`src/pkg/pbu_regs.vh`:
```
// Purpose: Constants for the upper port pin control block
// Assumes: 8-bit register port, 4-bit register address
// Notes:   Offsets, field positions and reset values live here only
`ifndef PBU_REGS_VH
`define PBU_REGS_VH

// ==========================================================
// Register offsets
`define PBU_ADR_PINS 4'h0
`define PBU_ADR_LAT 4'h1
`define PBU_ADR_DIR 4'h2
`define PBU_ADR_ICM 4'h3
`define PBU_ADR_IC2 4'h4
`define PBU_ADR_IC3 4'h5
`define PBU_ADR_ANA 4'h6
`define PBU_ADR_STAT 4'h7
`define PBU_ADR_MASK 4'h8

// ==========================================================
// Reset values
`define PBU_RST_LAT 8'h00
`define PBU_RST_DIR 8'hFF
`define PBU_RST_ICM 8'h00
`define PBU_RST_IC2 8'hF5
`define PBU_RST_IC3 8'h00
`define PBU_RST_ANA 8'h00
`define PBU_RST_EVT 2'h0
`define PBU_RST_FILL 3'h0
`define PBU_RST_ANA_OUT 1'h1

// ==========================================================
// Field positions
`define PBU_ICM_CHG_EN 3
`define PBU_ICM_CHG_FLG 0
`define PBU_IC2_PU_DIS 7
`define PBU_IC2_EDGE2 4
`define PBU_IC3_EXT_IRQ_TWO_IN_EN 4
`define PBU_IC3_EXT_IRQ_TWO_IN_FLG 1
`define PBU_ANA_SEL3 3
`define PBU_EVT_CHG 0
`define PBU_EVT_EXT_IRQ_TWO_IN 1

// ==========================================================
// Implemented-bit masks
`define PBU_MSK_IC2 8'hF5
`define PBU_MSK_IC3 8'hDB
`define PBU_MSK_ANA 8'h3F

`endif

```
`src/hw/pbu_sync.v`:
```
// Purpose: Two-flop synchroniser for the port pin inputs
// Assumes: Pins are asynchronous to ref_clk_i
// Notes:   First stage is read only by the second stage
`timescale 1ns/1ps
module pbu_sync (
  // Clock and reset
  input wire ref_clk_i,
  input wire resetn_i,
  // Data
  input wire [7:0] async_i,
  output wire [7:0] sync_o
);

  reg [7:0] meta_q;
  reg [7:0] sync_q;

  always @(posedge ref_clk_i or negedge resetn_i) begin
    if (!resetn_i) begin
      meta_q <= 8'h00;
      sync_q <= 8'h00;
    end else begin
      meta_q <= async_i;
      sync_q <= meta_q;
    end
  end

  assign sync_o = sync_q;

endmodule

```
`src/hw/pbu_pin_cell.v`:
```
// Purpose: Output driver, enable and pull-up control of one port pin
// Assumes: All inputs come from logic on ref_clk_i
// Notes:   Registered so the pad sees glitch-free levels
`timescale 1ns/1ps
module pbu_pin_cell (
  // Clock and reset
  input wire ref_clk_i,
  input wire resetn_i,
  // Stored controls
  input wire latch_i,
  input wire dir_i,
  input wire pu_global_i,
  // Peripheral override
  input wire ovr_en_i,
  input wire ovr_out_i,
  input wire ovr_oe_i,
  // Pad side
  output wire pad_out_o,
  output wire pad_oe_o,
  output wire pullup_o
);

  reg out_q;
  reg oe_q;
  reg pu_q;
  wire oe_d;

  // Override wins over the stored direction without touching it
  assign oe_d = ovr_en_i ? ovr_oe_i : ~dir_i;

  always @(posedge ref_clk_i or negedge resetn_i) begin
    if (!resetn_i) begin
      out_q <= 1'b0;
      oe_q <= 1'b0;
      pu_q <= 1'b0;
    end else begin
      out_q <= ovr_en_i ? ovr_out_i : latch_i;
      oe_q <= oe_d;
      pu_q <= pu_global_i & dir_i & ~oe_d;
    end
  end

  assign pad_out_o = out_q;
  assign pad_oe_o = oe_q;
  assign pullup_o = pu_q;

endmodule

```
`src/hw/pbu_port_top.v`:
```
// Purpose: Upper port pin control: registers, overrides, change and edge interrupts
// Assumes: One clock; pins enter through a two-flop synchroniser
// Notes:   Peripheral controls arrive from logic on the same clock
//
// The register addresses and the address-and-strobe port were decided locally.
`timescale 1ns/1ps
`include "pbu_regs.vh"
module pbu_port_top (
  // Clock and reset
  input wire ref_clk_i,
  input wire resetn_i,
  // Register port
  input wire [3:0] addr_i,
  input wire [7:0] wdata_i,
  input wire wr_i,
  input wire rd_i,
  output wire [7:0] rdata_o,
  // Pads
  input wire [7:0] pad_in_i,
  output wire [7:0] pad_out_o,
  output wire [7:0] pad_oe_o,
  output wire [7:0] pullup_en_o,
  // Bus controller
  input wire bus_enable_i,
  input wire bus_transmit_out_i,
  output wire bus_receive_in_o,
  // Programming engine
  input wire low_volt_prog_entry_i,
  input wire prog_mode_i,
  input wire prog_data_out_i,
  input wire prog_data_oe_i,
  output wire prog_clock_pin_o,
  output wire prog_data_pin_o,
  // Analog converter
  output wire analog_channel_nine_o,
  // Interrupts
  output wire ext_irq_two_in_o,
  output wire port_change_irq_o,
  output wire ext_irq2_irq_o,
  output wire irq_o
);

  // ==========================================================
  // Decode

  function sel;
    input [3:0] a;
    input [3:0] off;
    begin
      sel = (a == off);
    end
  endfunction

  // Unmapped addresses select nothing and read as zero
  wire wr_pins = wr_i & sel(addr_i, `PBU_ADR_PINS);
  wire rd_pins = rd_i & sel(addr_i, `PBU_ADR_PINS);
  wire wr_lat = wr_i & sel(addr_i, `PBU_ADR_LAT);
  wire wr_dir = wr_i & sel(addr_i, `PBU_ADR_DIR);
  wire wr_icm = wr_i & sel(addr_i, `PBU_ADR_ICM);
  wire wr_ic2 = wr_i & sel(addr_i, `PBU_ADR_IC2);
  wire wr_ic3 = wr_i & sel(addr_i, `PBU_ADR_IC3);
  wire wr_ana = wr_i & sel(addr_i, `PBU_ADR_ANA);
  wire wr_stat = wr_i & sel(addr_i, `PBU_ADR_STAT);
  wire wr_mask = wr_i & sel(addr_i, `PBU_ADR_MASK);

  // ==========================================================
  // State

  reg [7:0] lat_q;
  reg [7:0] dir_q;
  reg [7:0] icm_q;
  reg [7:0] ic2_q;
  reg [7:0] ic3_q;
  reg [7:0] ana_q;
  reg [3:0] snap_q;
  reg ext_irq_two_in_prev_q;
  reg [1:0] stat_q;
  reg [1:0] mask_q;
  reg [7:0] rdata_q;
  reg [7:0] rdata_d;
  reg [7:0] icm_d;
  reg [7:0] ic3_d;
  reg [1:0] stat_d;

  // ==========================================================
  // Pin inputs

  wire [7:0] pins_s;

  pbu_sync u_sync (
    .ref_clk_i(ref_clk_i),
    .resetn_i(resetn_i),
    .async_i(pad_in_i),
    .sync_o(pins_s)
  );

  // Pin 4 stays analog until software sets the select bit
  wire pin4_analog = ~ana_q[`PBU_ANA_SEL3];
  wire [7:0] pins_dig = pins_s & ~{3'b000, pin4_analog, 4'b0000};

  // Receive path works only if software left pin 3 an input
  wire rx_d = pins_s[3] & dir_q[3];
  assign prog_clock_pin_o = pins_s[6];
  assign prog_data_pin_o = pins_s[7];

  // ==========================================================
  // Start-up guard

  // The synchroniser shows zeros until real pin levels have passed both
  // stages; edges and mismatches seen before then are not pin activity
  reg [2:0] fill_q;
  wire armed = fill_q[2];
  wire prime = fill_q[1] & ~fill_q[2];

  always @(posedge ref_clk_i or negedge resetn_i) begin
    if (!resetn_i) begin
      fill_q <= `PBU_RST_FILL;
    end else begin
      fill_q <= {fill_q[1:0], 1'b1};
    end
  end

  // ==========================================================
  // Overrides

  wire [7:0] ovr_en;
  wire [7:0] ovr_out;
  wire [7:0] ovr_oe;

  assign ovr_en = {prog_mode_i, prog_mode_i, low_volt_prog_entry_i, 2'b00,
                   bus_enable_i, 2'b00};
  assign ovr_out = {prog_data_out_i, 4'h0, bus_transmit_out_i, 2'b00};
  // Pin 5 and pin 6 overrides only ever release the driver
  assign ovr_oe = {prog_data_oe_i, 1'b0, 1'b0, 2'b00, 1'b1, 2'b00};

  wire pu_global = ~ic2_q[`PBU_IC2_PU_DIS];

  genvar g;
  generate
    for (g = 0; g < 8; g = g + 1) begin : gen_pin
      pbu_pin_cell u_cell (
        .ref_clk_i(ref_clk_i),
        .resetn_i(resetn_i),
        .latch_i(lat_q[g]),
        .dir_i(dir_q[g]),
        .pu_global_i(pu_global),
        .ovr_en_i(ovr_en[g]),
        .ovr_out_i(ovr_out[g]),
        .ovr_oe_i(ovr_oe[g]),
        .pad_out_o(pad_out_o[g]),
        .pad_oe_o(pad_oe_o[g]),
        .pullup_o(pullup_en_o[g])
      );
    end
  endgenerate

  // ==========================================================
  // Change detect

  // Outputs are left out of the comparison so driving them is silent
  wire [3:0] chg_cmp = (pins_dig[7:4] ^ snap_q) & dir_q[7:4];
  wire mismatch = armed & (|chg_cmp);

  // A read or write of the pin register re-arms the comparison
  // The first snapshot is taken as soon as the synchroniser has filled
  always @(posedge ref_clk_i or negedge resetn_i) begin
    if (!resetn_i) begin
      snap_q <= 4'h0;
    end else if (rd_pins | wr_pins | prime) begin
      snap_q <= pins_dig[7:4];
    end
  end

  // ==========================================================
  // External interrupt 2

  wire ext_irq_two_in_in = pins_s[2] & dir_q[2];
  // Edges are taken on the synced pin itself, so turning pin 2 into an
  // input while it sits high is not mistaken for an edge
  wire ext_irq_two_in_rise = armed & dir_q[2] & pins_s[2] & ~ext_irq_two_in_prev_q;
  wire ext_irq_two_in_fall = armed & dir_q[2] & ~pins_s[2] & ext_irq_two_in_prev_q;
  wire ext_irq_two_in_evt = ic2_q[`PBU_IC2_EDGE2] ? ext_irq_two_in_rise : ext_irq_two_in_fall;

  always @(posedge ref_clk_i or negedge resetn_i) begin
    if (!resetn_i) begin
      ext_irq_two_in_prev_q <= 1'b0;
    end else begin
      ext_irq_two_in_prev_q <= pins_s[2];
    end
  end

  // ==========================================================
  // Output registers

  // Receive and external interrupt 2 inputs leave on flops, one cycle behind the synced pins; the programming pins do not
  reg rx_q;
  reg ext_irq_two_in_in_q;
  reg ana_out_q;

  always @(posedge ref_clk_i or negedge resetn_i) begin
    if (!resetn_i) begin
      rx_q <= 1'b0;
      ext_irq_two_in_in_q <= 1'b0;
      ana_out_q <= `PBU_RST_ANA_OUT;
    end else begin
      rx_q <= rx_d;
      ext_irq_two_in_in_q <= ext_irq_two_in_in;
      ana_out_q <= pin4_analog;
    end
  end

  assign bus_receive_in_o = rx_q;
  assign ext_irq_two_in_o = ext_irq_two_in_in_q;
  assign analog_channel_nine_o = ana_out_q;

  // ==========================================================
  // Interrupt control registers

  // Hardware set wins over a software clear in the same cycle
  always @* begin
    icm_d = icm_q;
    if (wr_icm) begin
      icm_d = wdata_i;
    end
    if (mismatch) begin
      icm_d[`PBU_ICM_CHG_FLG] = 1'b1;
    end
  end

  always @* begin
    ic3_d = ic3_q;
    if (wr_ic3) begin
      ic3_d = wdata_i & `PBU_MSK_IC3;
    end
    if (ext_irq_two_in_evt) begin
      ic3_d[`PBU_IC3_EXT_IRQ_TWO_IN_FLG] = 1'b1;
    end
  end

  always @(posedge ref_clk_i or negedge resetn_i) begin
    if (!resetn_i) begin
      icm_q <= `PBU_RST_ICM;
      ic2_q <= `PBU_RST_IC2;
      ic3_q <= `PBU_RST_IC3;
      ana_q <= `PBU_RST_ANA;
    end else begin
      icm_q <= icm_d;
      ic3_q <= ic3_d;
      if (wr_ic2) begin
        ic2_q <= wdata_i & `PBU_MSK_IC2;
      end
      if (wr_ana) begin
        ana_q <= wdata_i & `PBU_MSK_ANA;
      end
    end
  end

  // Per-source levels for the core's own interrupt controller
  assign port_change_irq_o = icm_q[`PBU_ICM_CHG_FLG] & icm_q[`PBU_ICM_CHG_EN];
  assign ext_irq2_irq_o = ic3_q[`PBU_IC3_EXT_IRQ_TWO_IN_FLG] & ic3_q[`PBU_IC3_EXT_IRQ_TWO_IN_EN];

  // ==========================================================
  // Port latch and direction

  // Overrides never write these, so control resumes intact afterwards
  always @(posedge ref_clk_i or negedge resetn_i) begin
    if (!resetn_i) begin
      lat_q <= `PBU_RST_LAT;
      dir_q <= `PBU_RST_DIR;
    end else begin
      if (wr_pins | wr_lat) begin
        lat_q <= wdata_i;
      end
      if (wr_dir) begin
        dir_q <= wdata_i;
      end
    end
  end

  // ==========================================================
  // Event status and mask

  // Write one clears; an event in the same cycle wins
  always @* begin
    stat_d = stat_q;
    if (wr_stat) begin
      stat_d = stat_q & ~wdata_i[1:0];
    end
    if (mismatch) begin
      stat_d[`PBU_EVT_CHG] = 1'b1;
    end
    if (ext_irq_two_in_evt) begin
      stat_d[`PBU_EVT_EXT_IRQ_TWO_IN] = 1'b1;
    end
  end

  always @(posedge ref_clk_i or negedge resetn_i) begin
    if (!resetn_i) begin
      stat_q <= `PBU_RST_EVT;
      mask_q <= `PBU_RST_EVT;
    end else begin
      stat_q <= stat_d;
      if (wr_mask) begin
        mask_q <= wdata_i[1:0];
      end
    end
  end

  assign irq_o = |(stat_q & mask_q);

  // ==========================================================
  // Read path

  always @* begin
    case (addr_i)
      `PBU_ADR_PINS: rdata_d = pins_dig;
      `PBU_ADR_LAT: rdata_d = lat_q;
      `PBU_ADR_DIR: rdata_d = dir_q;
      `PBU_ADR_ICM: rdata_d = icm_q;
      `PBU_ADR_IC2: rdata_d = ic2_q & `PBU_MSK_IC2;
      `PBU_ADR_IC3: rdata_d = ic3_q & `PBU_MSK_IC3;
      `PBU_ADR_ANA: rdata_d = ana_q & `PBU_MSK_ANA;
      `PBU_ADR_STAT: rdata_d = {6'h00, stat_q};
      `PBU_ADR_MASK: rdata_d = {6'h00, mask_q};
      default: rdata_d = 8'h00;
    endcase
  end

  // Data held only for the cycle after the read strobe
  always @(posedge ref_clk_i or negedge resetn_i) begin
    if (!resetn_i) begin
      rdata_q <= 8'h00;
    end else if (rd_i) begin
      rdata_q <= rdata_d;
    end else begin
      rdata_q <= 8'h00;
    end
  end

  assign rdata_o = rdata_q;

endmodule

```
`config.mk`:
```
export PLATFORM = sky130hd
export DESIGN_NAME = pbu_port_top
export DESIGN_NICKNAME = d
export VERILOG_FILES = /design/src/hw/pbu_sync.v /design/src/hw/pbu_pin_cell.v /design/src/hw/pbu_port_top.v
export VERILOG_INCLUDE_DIRS = /design/src /design/src/pkg
export SDC_FILE = /design/constraint.sdc
export NUM_CORES = 1
export LEC_CHECK = 0
export BUFFER_PORTS_ARGS = -buffer_cell sky130_fd_sc_hd__buf_2
export CORE_ASPECT_RATIO = 1.2
export CORE_MARGIN = 5
export CORE_UTILIZATION = 56
export DETAILED_ROUTE_END_ITERATION = 8
export PLACE_DENSITY = 0.79
export SLEW_MARGIN = 10
export SYNTH_ARGS = -nofsm -noshare
export SYNTH_HDL_FRONTEND = slang
export SYNTH_SLANG_ARGS = --single-unit
```
`constraint.sdc`:
```
create_clock -name ref_clk_i -period 1.5 [get_ports ref_clk_i]
set_input_delay 0.15 -clock ref_clk_i [delete_from_list [all_inputs] [get_ports ref_clk_i]]
set_output_delay 0.15 -clock ref_clk_i [all_outputs]
set_load 0.02 [all_outputs]
```
-- Yosys cells after proc, flatten, opt, wreduce, memory -nomap -nowiden
Cells that the tools add are included.
- register bits after elaboration: 105
- bits of input ports: 30
- output and inout bits: 40
- logic and storage cells: 141
- eq/ne operators: 8
- multiplexer cells: 18
- bitwise gates (word level): 64
- reductions and logical operators: 7
- operator list (cell ; count):
    8-bit one-hot mux with 9 select lines ; 1
    1-bit bitwise AND ; 37
    1-bit inverter ; 17
    4-bit by 3-bit equality test with 1-bit output, second input constant ; 4
    1-bit two-way mux ; 14
    8-bit bitwise AND ; 1
    4-bit by 2-bit equality test with 1-bit output, second input constant ; 2
    8-bit two-way mux ; 1
    5-bit inverter with 8-bit output ; 1
    2-bit nonzero test ; 4
    2-bit bitwise AND ; 2
    4-bit bitwise AND ; 1
    4-bit by 1-bit equality test with 1-bit output, second input constant ; 1
    4-bit equality test, second input constant ; 1
    4-bit zero test ; 1
    2-bit two-way mux ; 2
    4-bit OR reduction ; 1
    4-bit XOR ; 1
    1-bit OR ; 3
    2-bit inverter ; 1
    2-bit OR reduction ; 1

-- Depth between registers and ports, before layout
- depth after elaboration: 8
- gate-level depth with buffers: 6
- depth with buffers taken out: 4

-- Cells and area by module
From an unflattened synthesis, not the netlist that was laid out.
- cell total of the unflattened synthesis: 307
- area, all modules: 4282.9 µm²
- by module, submodules not included (module ; times used ; cells each ; area an instance (µm²) ; sequential area each (µm²)):
    pbu_port_top ; 1 ; 235 ; 3041.7 ; 1645.3
    pbu_pin_cell ; 8 ; 7 ; 105.1 ; 75.1
    pbu_sync ; 1 ; 16 ; 400.4 ; 400.4

-- Least setup slack after synthesis
Ideal clock, no wire load.
- path type: reg-to-reg
- start point: reg u_sync.sync_q[7], in the netlist u_sync.sync_o[7]
- end point: reg stat_q[0]
- library setup time: 125 ps
- arrival time: 1196 ps
- data required time: 1375 ps
- setup slack: 179 ps
- stages on the path, launching flop included: 5
- buffers on the path: 0
- clock period less this slack: 1321 ps
- cell sequence: dfrtp_1 -> xor2_1 -> a222oi_1 -> a21boi_0 -> o2bb2ai_1
- word-level cells in the longest chain between the ends: 6
- elaborated cells between the ends (all ways): 7
- those cells by class: mux (1); bitwise (4); reduce/logical (2)
- ends and longest elaborated chain (what ; line ; text):
    from (decl) ; pbu_sync.v:15 ; reg [7:0] sync_q;
    from (signal assigned) ; pbu_sync.v:23 ; sync_q <= meta_q;
    8-bit bitwise AND * ; pbu_port_top.v:99 ; wire [7:0] pins_dig = pins_s & ~{3'b000, pin4_analog, 4'b0000};
    4-bit XOR * ; pbu_port_top.v:161 ; wire [3:0] chg_cmp = (pins_dig[7:4] ^ snap_q) & dir_q[7:4];
    4-bit bitwise AND * ; pbu_port_top.v:161 ;
    4-bit OR reduction * ; pbu_port_top.v:162 ; wire mismatch = armed & (|chg_cmp);
    1-bit bitwise AND * ; pbu_port_top.v:162 ;
    1-bit two-way mux or 2-bit nonzero test (tied branches) ; n/a ;
    to (signal assigned) ; pbu_port_top.v:299 ; stat_q <= `PBU_RST_EVT;
    to (signal assigned) ; pbu_port_top.v:302 ; stat_q <= stat_d;
    to (decl) ; pbu_port_top.v:77 ; reg [1:0] stat_q;
Mark *: on every way between the ends. The rest lies on a longest branch, timed or not.
A chain may end at the register's enable or synchronous reset.

-- Final worst setup path
- start point: reg stat_q[1]
- end point: out irq_o
- word-level cells in the longest chain between the ends: 2
- ends and longest elaborated chain (what ; line ; text):
    2-bit bitwise AND ; pbu_port_top.v:309 ; assign irq_o = |(stat_q & mask_q);
    2-bit OR reduction ; pbu_port_top.v:309 ;
    to (decl) ; pbu_port_top.v:40 ; output wire irq_o
Every way passes these cells.

==> out/qor.txt <==
Sequential area share after synthesis: 60.8%
Max stage delay on crit path: 430 ps
Area occupied by multi-input gates: 1440 um2
First-pass GRT wire length: 15200 um
Grt ovf: 0
Skew-Pair Late Insertion Delay: 360 ps
Setup repair bufs after CTS: 0
R2R Path End: rdata_o[5]
Diodes inserted: 0
Fill cells: 580
Final core occ: 68.0%
CTS tree: done
Die Y: 107 um
Routability Congestion: 0.880
Hold path startpoint: prog_data_out_i
Die area: 9640 um2
Syn. warnings: 0
Worst-path clk slew: 90 ps
Die X: 90.5 um
Clock Sinks: 105
IO Pins: 70
Fin crit period: 1390 ps
Drt total wl: 9020 um
Comb pwr share: 19.9%
Maximum capacitance violations: 0
Drt drc: 0
Largest net degree at the start of global routing: 43
Register share of total power: 53.6%
Sw Ratio: 27.7%
Final Worst Setup Slack: 106 ps
Psw: 1.89 mW
Post-synthesis cell count: 321
Setup violations, final: 0
Async SR Flop Fraction: 100%
Worst min-delay path endpoint: gen_pin[7].u_cell.pad_out_o
Synthesized area: 4350 um2
Startpoint Class: register
Routed Antenna Nets: 0
Post-Place Cells: 475
Worst R2R Path Depth: 4
Detailed Route Iter0 Violations: 139
CTS HTree Levels: 3
Mean Syn Cell Area: 13.6 um2
Worst hold path cell count: 2
Arrival @ worst endpoint: 1240 ps
Root Buffer: clkbuf_8
Lkg Pwr: 2.44 nW
Post-DP HPWL: 6650 um
Clock share of power: 26.5%
Vias in the first global route: 2950
Crit Path Category: register to output pin
Ys flop type: dfrtp_1
Post-synth EDFFs: 0
Pre-antenna DRT Iters: 4
Most common cell after layout, fill and taps aside: dfrtp_1
Antenna violations before repair: 0
Starting density of the core: 57.1%
RSZ-0062 raised after global routing: false
Setup crit end kind: output pin
# nets final: 437
Synthesized net count: 351
Synth cell types: 46
Pint: 4.94 mW
Placeable Area: 7620 um2
Total CTS buffers: 9
Max Clock Freq: 717 MHz
CP max stage cell: dfrtp_1
Critical R2R Launch: u_sync.sync_o[5]
Via density: 5.43
Via count: 2739
Power per cell area: 1320 nW/um2
Max clock buf depth: 2
Most frequent cells in the layout: dfrtp_1 (90), buf_2 (68), mux2_2 (34)
Total GRT Usage: 20.2%
Share of layout cells above drive strength 1: 43.0%
Period utilisation layout: 92.9%
Tot Pwr: 6.84 mW
# rows: 35
Critical path required time: 1350 ps
Non-Filler Instances: 504
Pre-CTS WS: -32.8 ps
Peak supply drop: 0.000801 V
Final Max Tran Viols: 0
Port bufs: 69
Worst Skew: 9.59 ps
Area delta synth->final: 19.0%
Sequential Area: 2650 um2
Outcome: completed
Hold Vio Cnt, Final: 0
Routed WL per cell: 17.9 um
CP Max Fanout: 3
R2r setup slk: 190 ps
CP Cell Sequence: a22o_1, buf_2
Worst min path class: input port to register
#FFs+latches synth: 105
worst max-delay path: cells and delay by family (launching register included):
kind,cells,cell delay (ps)
buf+inv,1,170
flops,1,430
compound gates,1,290
timing repair:
item / in CTS / in global routing
gates resized for setup: 0 / 1
hold buffers: 13 / 0
endpoints found under the hold margin: 38 / 0
setup endpoints to repair: 0 / 2
kinds of logic (layout without fill, tap and decap cells):
family | after synthesis | count (layout) | synth area share (%)
flip-flops | 105 | 105 | 60.8
buffers and inverters | 42 | 133 | 6.18
XOR/XNOR | 4 | 4 | 0.805
multiplexers | 63 | 63 | 17.1
AND/OR/NAND/NOR | 70 | 70 | 9.05
AO/OA/AOI/OAI | 36 | 36 | 5.98
other | 1 | 1 | 0.0861
Yosys cell counts, drive strengths merged (3+ instances only):
| master | instances | area share [%] |
|---|---|---|
| a21oi | 5 | 0.57 |
| a22o | 7 | 1.4 |
| a22oi | 4 | 0.69 |
| and2 | 7 | 1.0 |
| buf | 33 | 5.4 |
| dfrtp | 90 | 52 |
| dfstp | 15 | 9.1 |
| inv | 7 | 0.60 |
| mux2 | 53 | 14 |
| mux2i | 8 | 1.8 |
| nand2 | 13 | 1.1 |
| nand2b | 3 | 0.43 |
| nand3 | 4 | 0.57 |
| nor2 | 21 | 2.1 |
| nor2b | 9 | 1.3 |
| o21ai | 8 | 1.0 |
| xor2 | 4 | 0.80 |
power by group through the flow:
stage	registers (mW)	clock network, mW	logic [mW]
finish	3.66	1.81	1.36
global route	3.73	1.99	1.49
CTS	3.66	1.87	1.38
detailed placement	3.72	0	1.35
global placement	3.70	0	1.32
floorplan	3.64	0	1.02
per-stage QoR:
stage | hold slack, ps | setup TNS, ps | area (um2)
after detailed placement | 85.3 | -152 | 4830
after CTS | 11.1 | 0 | 5180
final | 32.2 | 0 | 5180
after floorplan | -146 | 0 | 4350
after global placement | 75.1 | -133 | 4830
after global routing | 6.96 | 0 | 5180
routing by layer:
layer / global-route usage, % / share of wire, % / routed length (um) / vias up
li1: - / - / - / 1259
met1: 27.2 / 42 / 3800 / 1378
met2: 31.6 / 50 / 4480 / 83
met3: 4.77 / 5.7 / 515 / 19
met4: 8.51 / 2.5 / 225 / 0
met5: 0 / 0 / 0 / -
worst max-delay path by stage:
stage	start	end	cells after the start
after global routing	stat_q[1]	irq_o	2
after floorplan	u_sync.sync_o[7]	stat_q[0]	4
after global placement	addr_i[1]	ic3_q[3]	5
final	stat_q[1]	irq_o	2
after CTS	stat_q[1]	irq_o	2
after detailed placement	addr_i[1]	ic3_q[0]	5
cell type report:
type / instances / share of cell area, %
well taps: 92 / 2.22
clock buffers: 13 / 3.26
multi-input cells: 174 / 27.8
inverters: 7 / 0.507
flip-flops and latches: 105 / 51.1
clock inverters: 3 / 0.894
repair buffers: 110 / 14.3
state kept, by name, summed over array words and instances, names as in the netlist:
name                      count
ic3_q                         6
u_sync.sync_o                 8
stat_q                        2
snap_q                        4
icm_q                         8
gen_pin.u_cell.pad_oe_o       8
fill_q                        3
ic2_q                         6
analog_channel_nine_o         1
u_sync.meta_q                 8
rdata_o                       8
gen_pin.u_cell.pad_out_o      8
ext_irq_two_in_prev_q         1
dir_q                         8
mask_q                        2
bus_receive_in_o              1
gen_pin.u_cell.pullup_o       8
ext_irq_two_in_o              1
ana_q                         6
lat_q                         8
No activity file was read; power rests on OpenSTA's default activity.
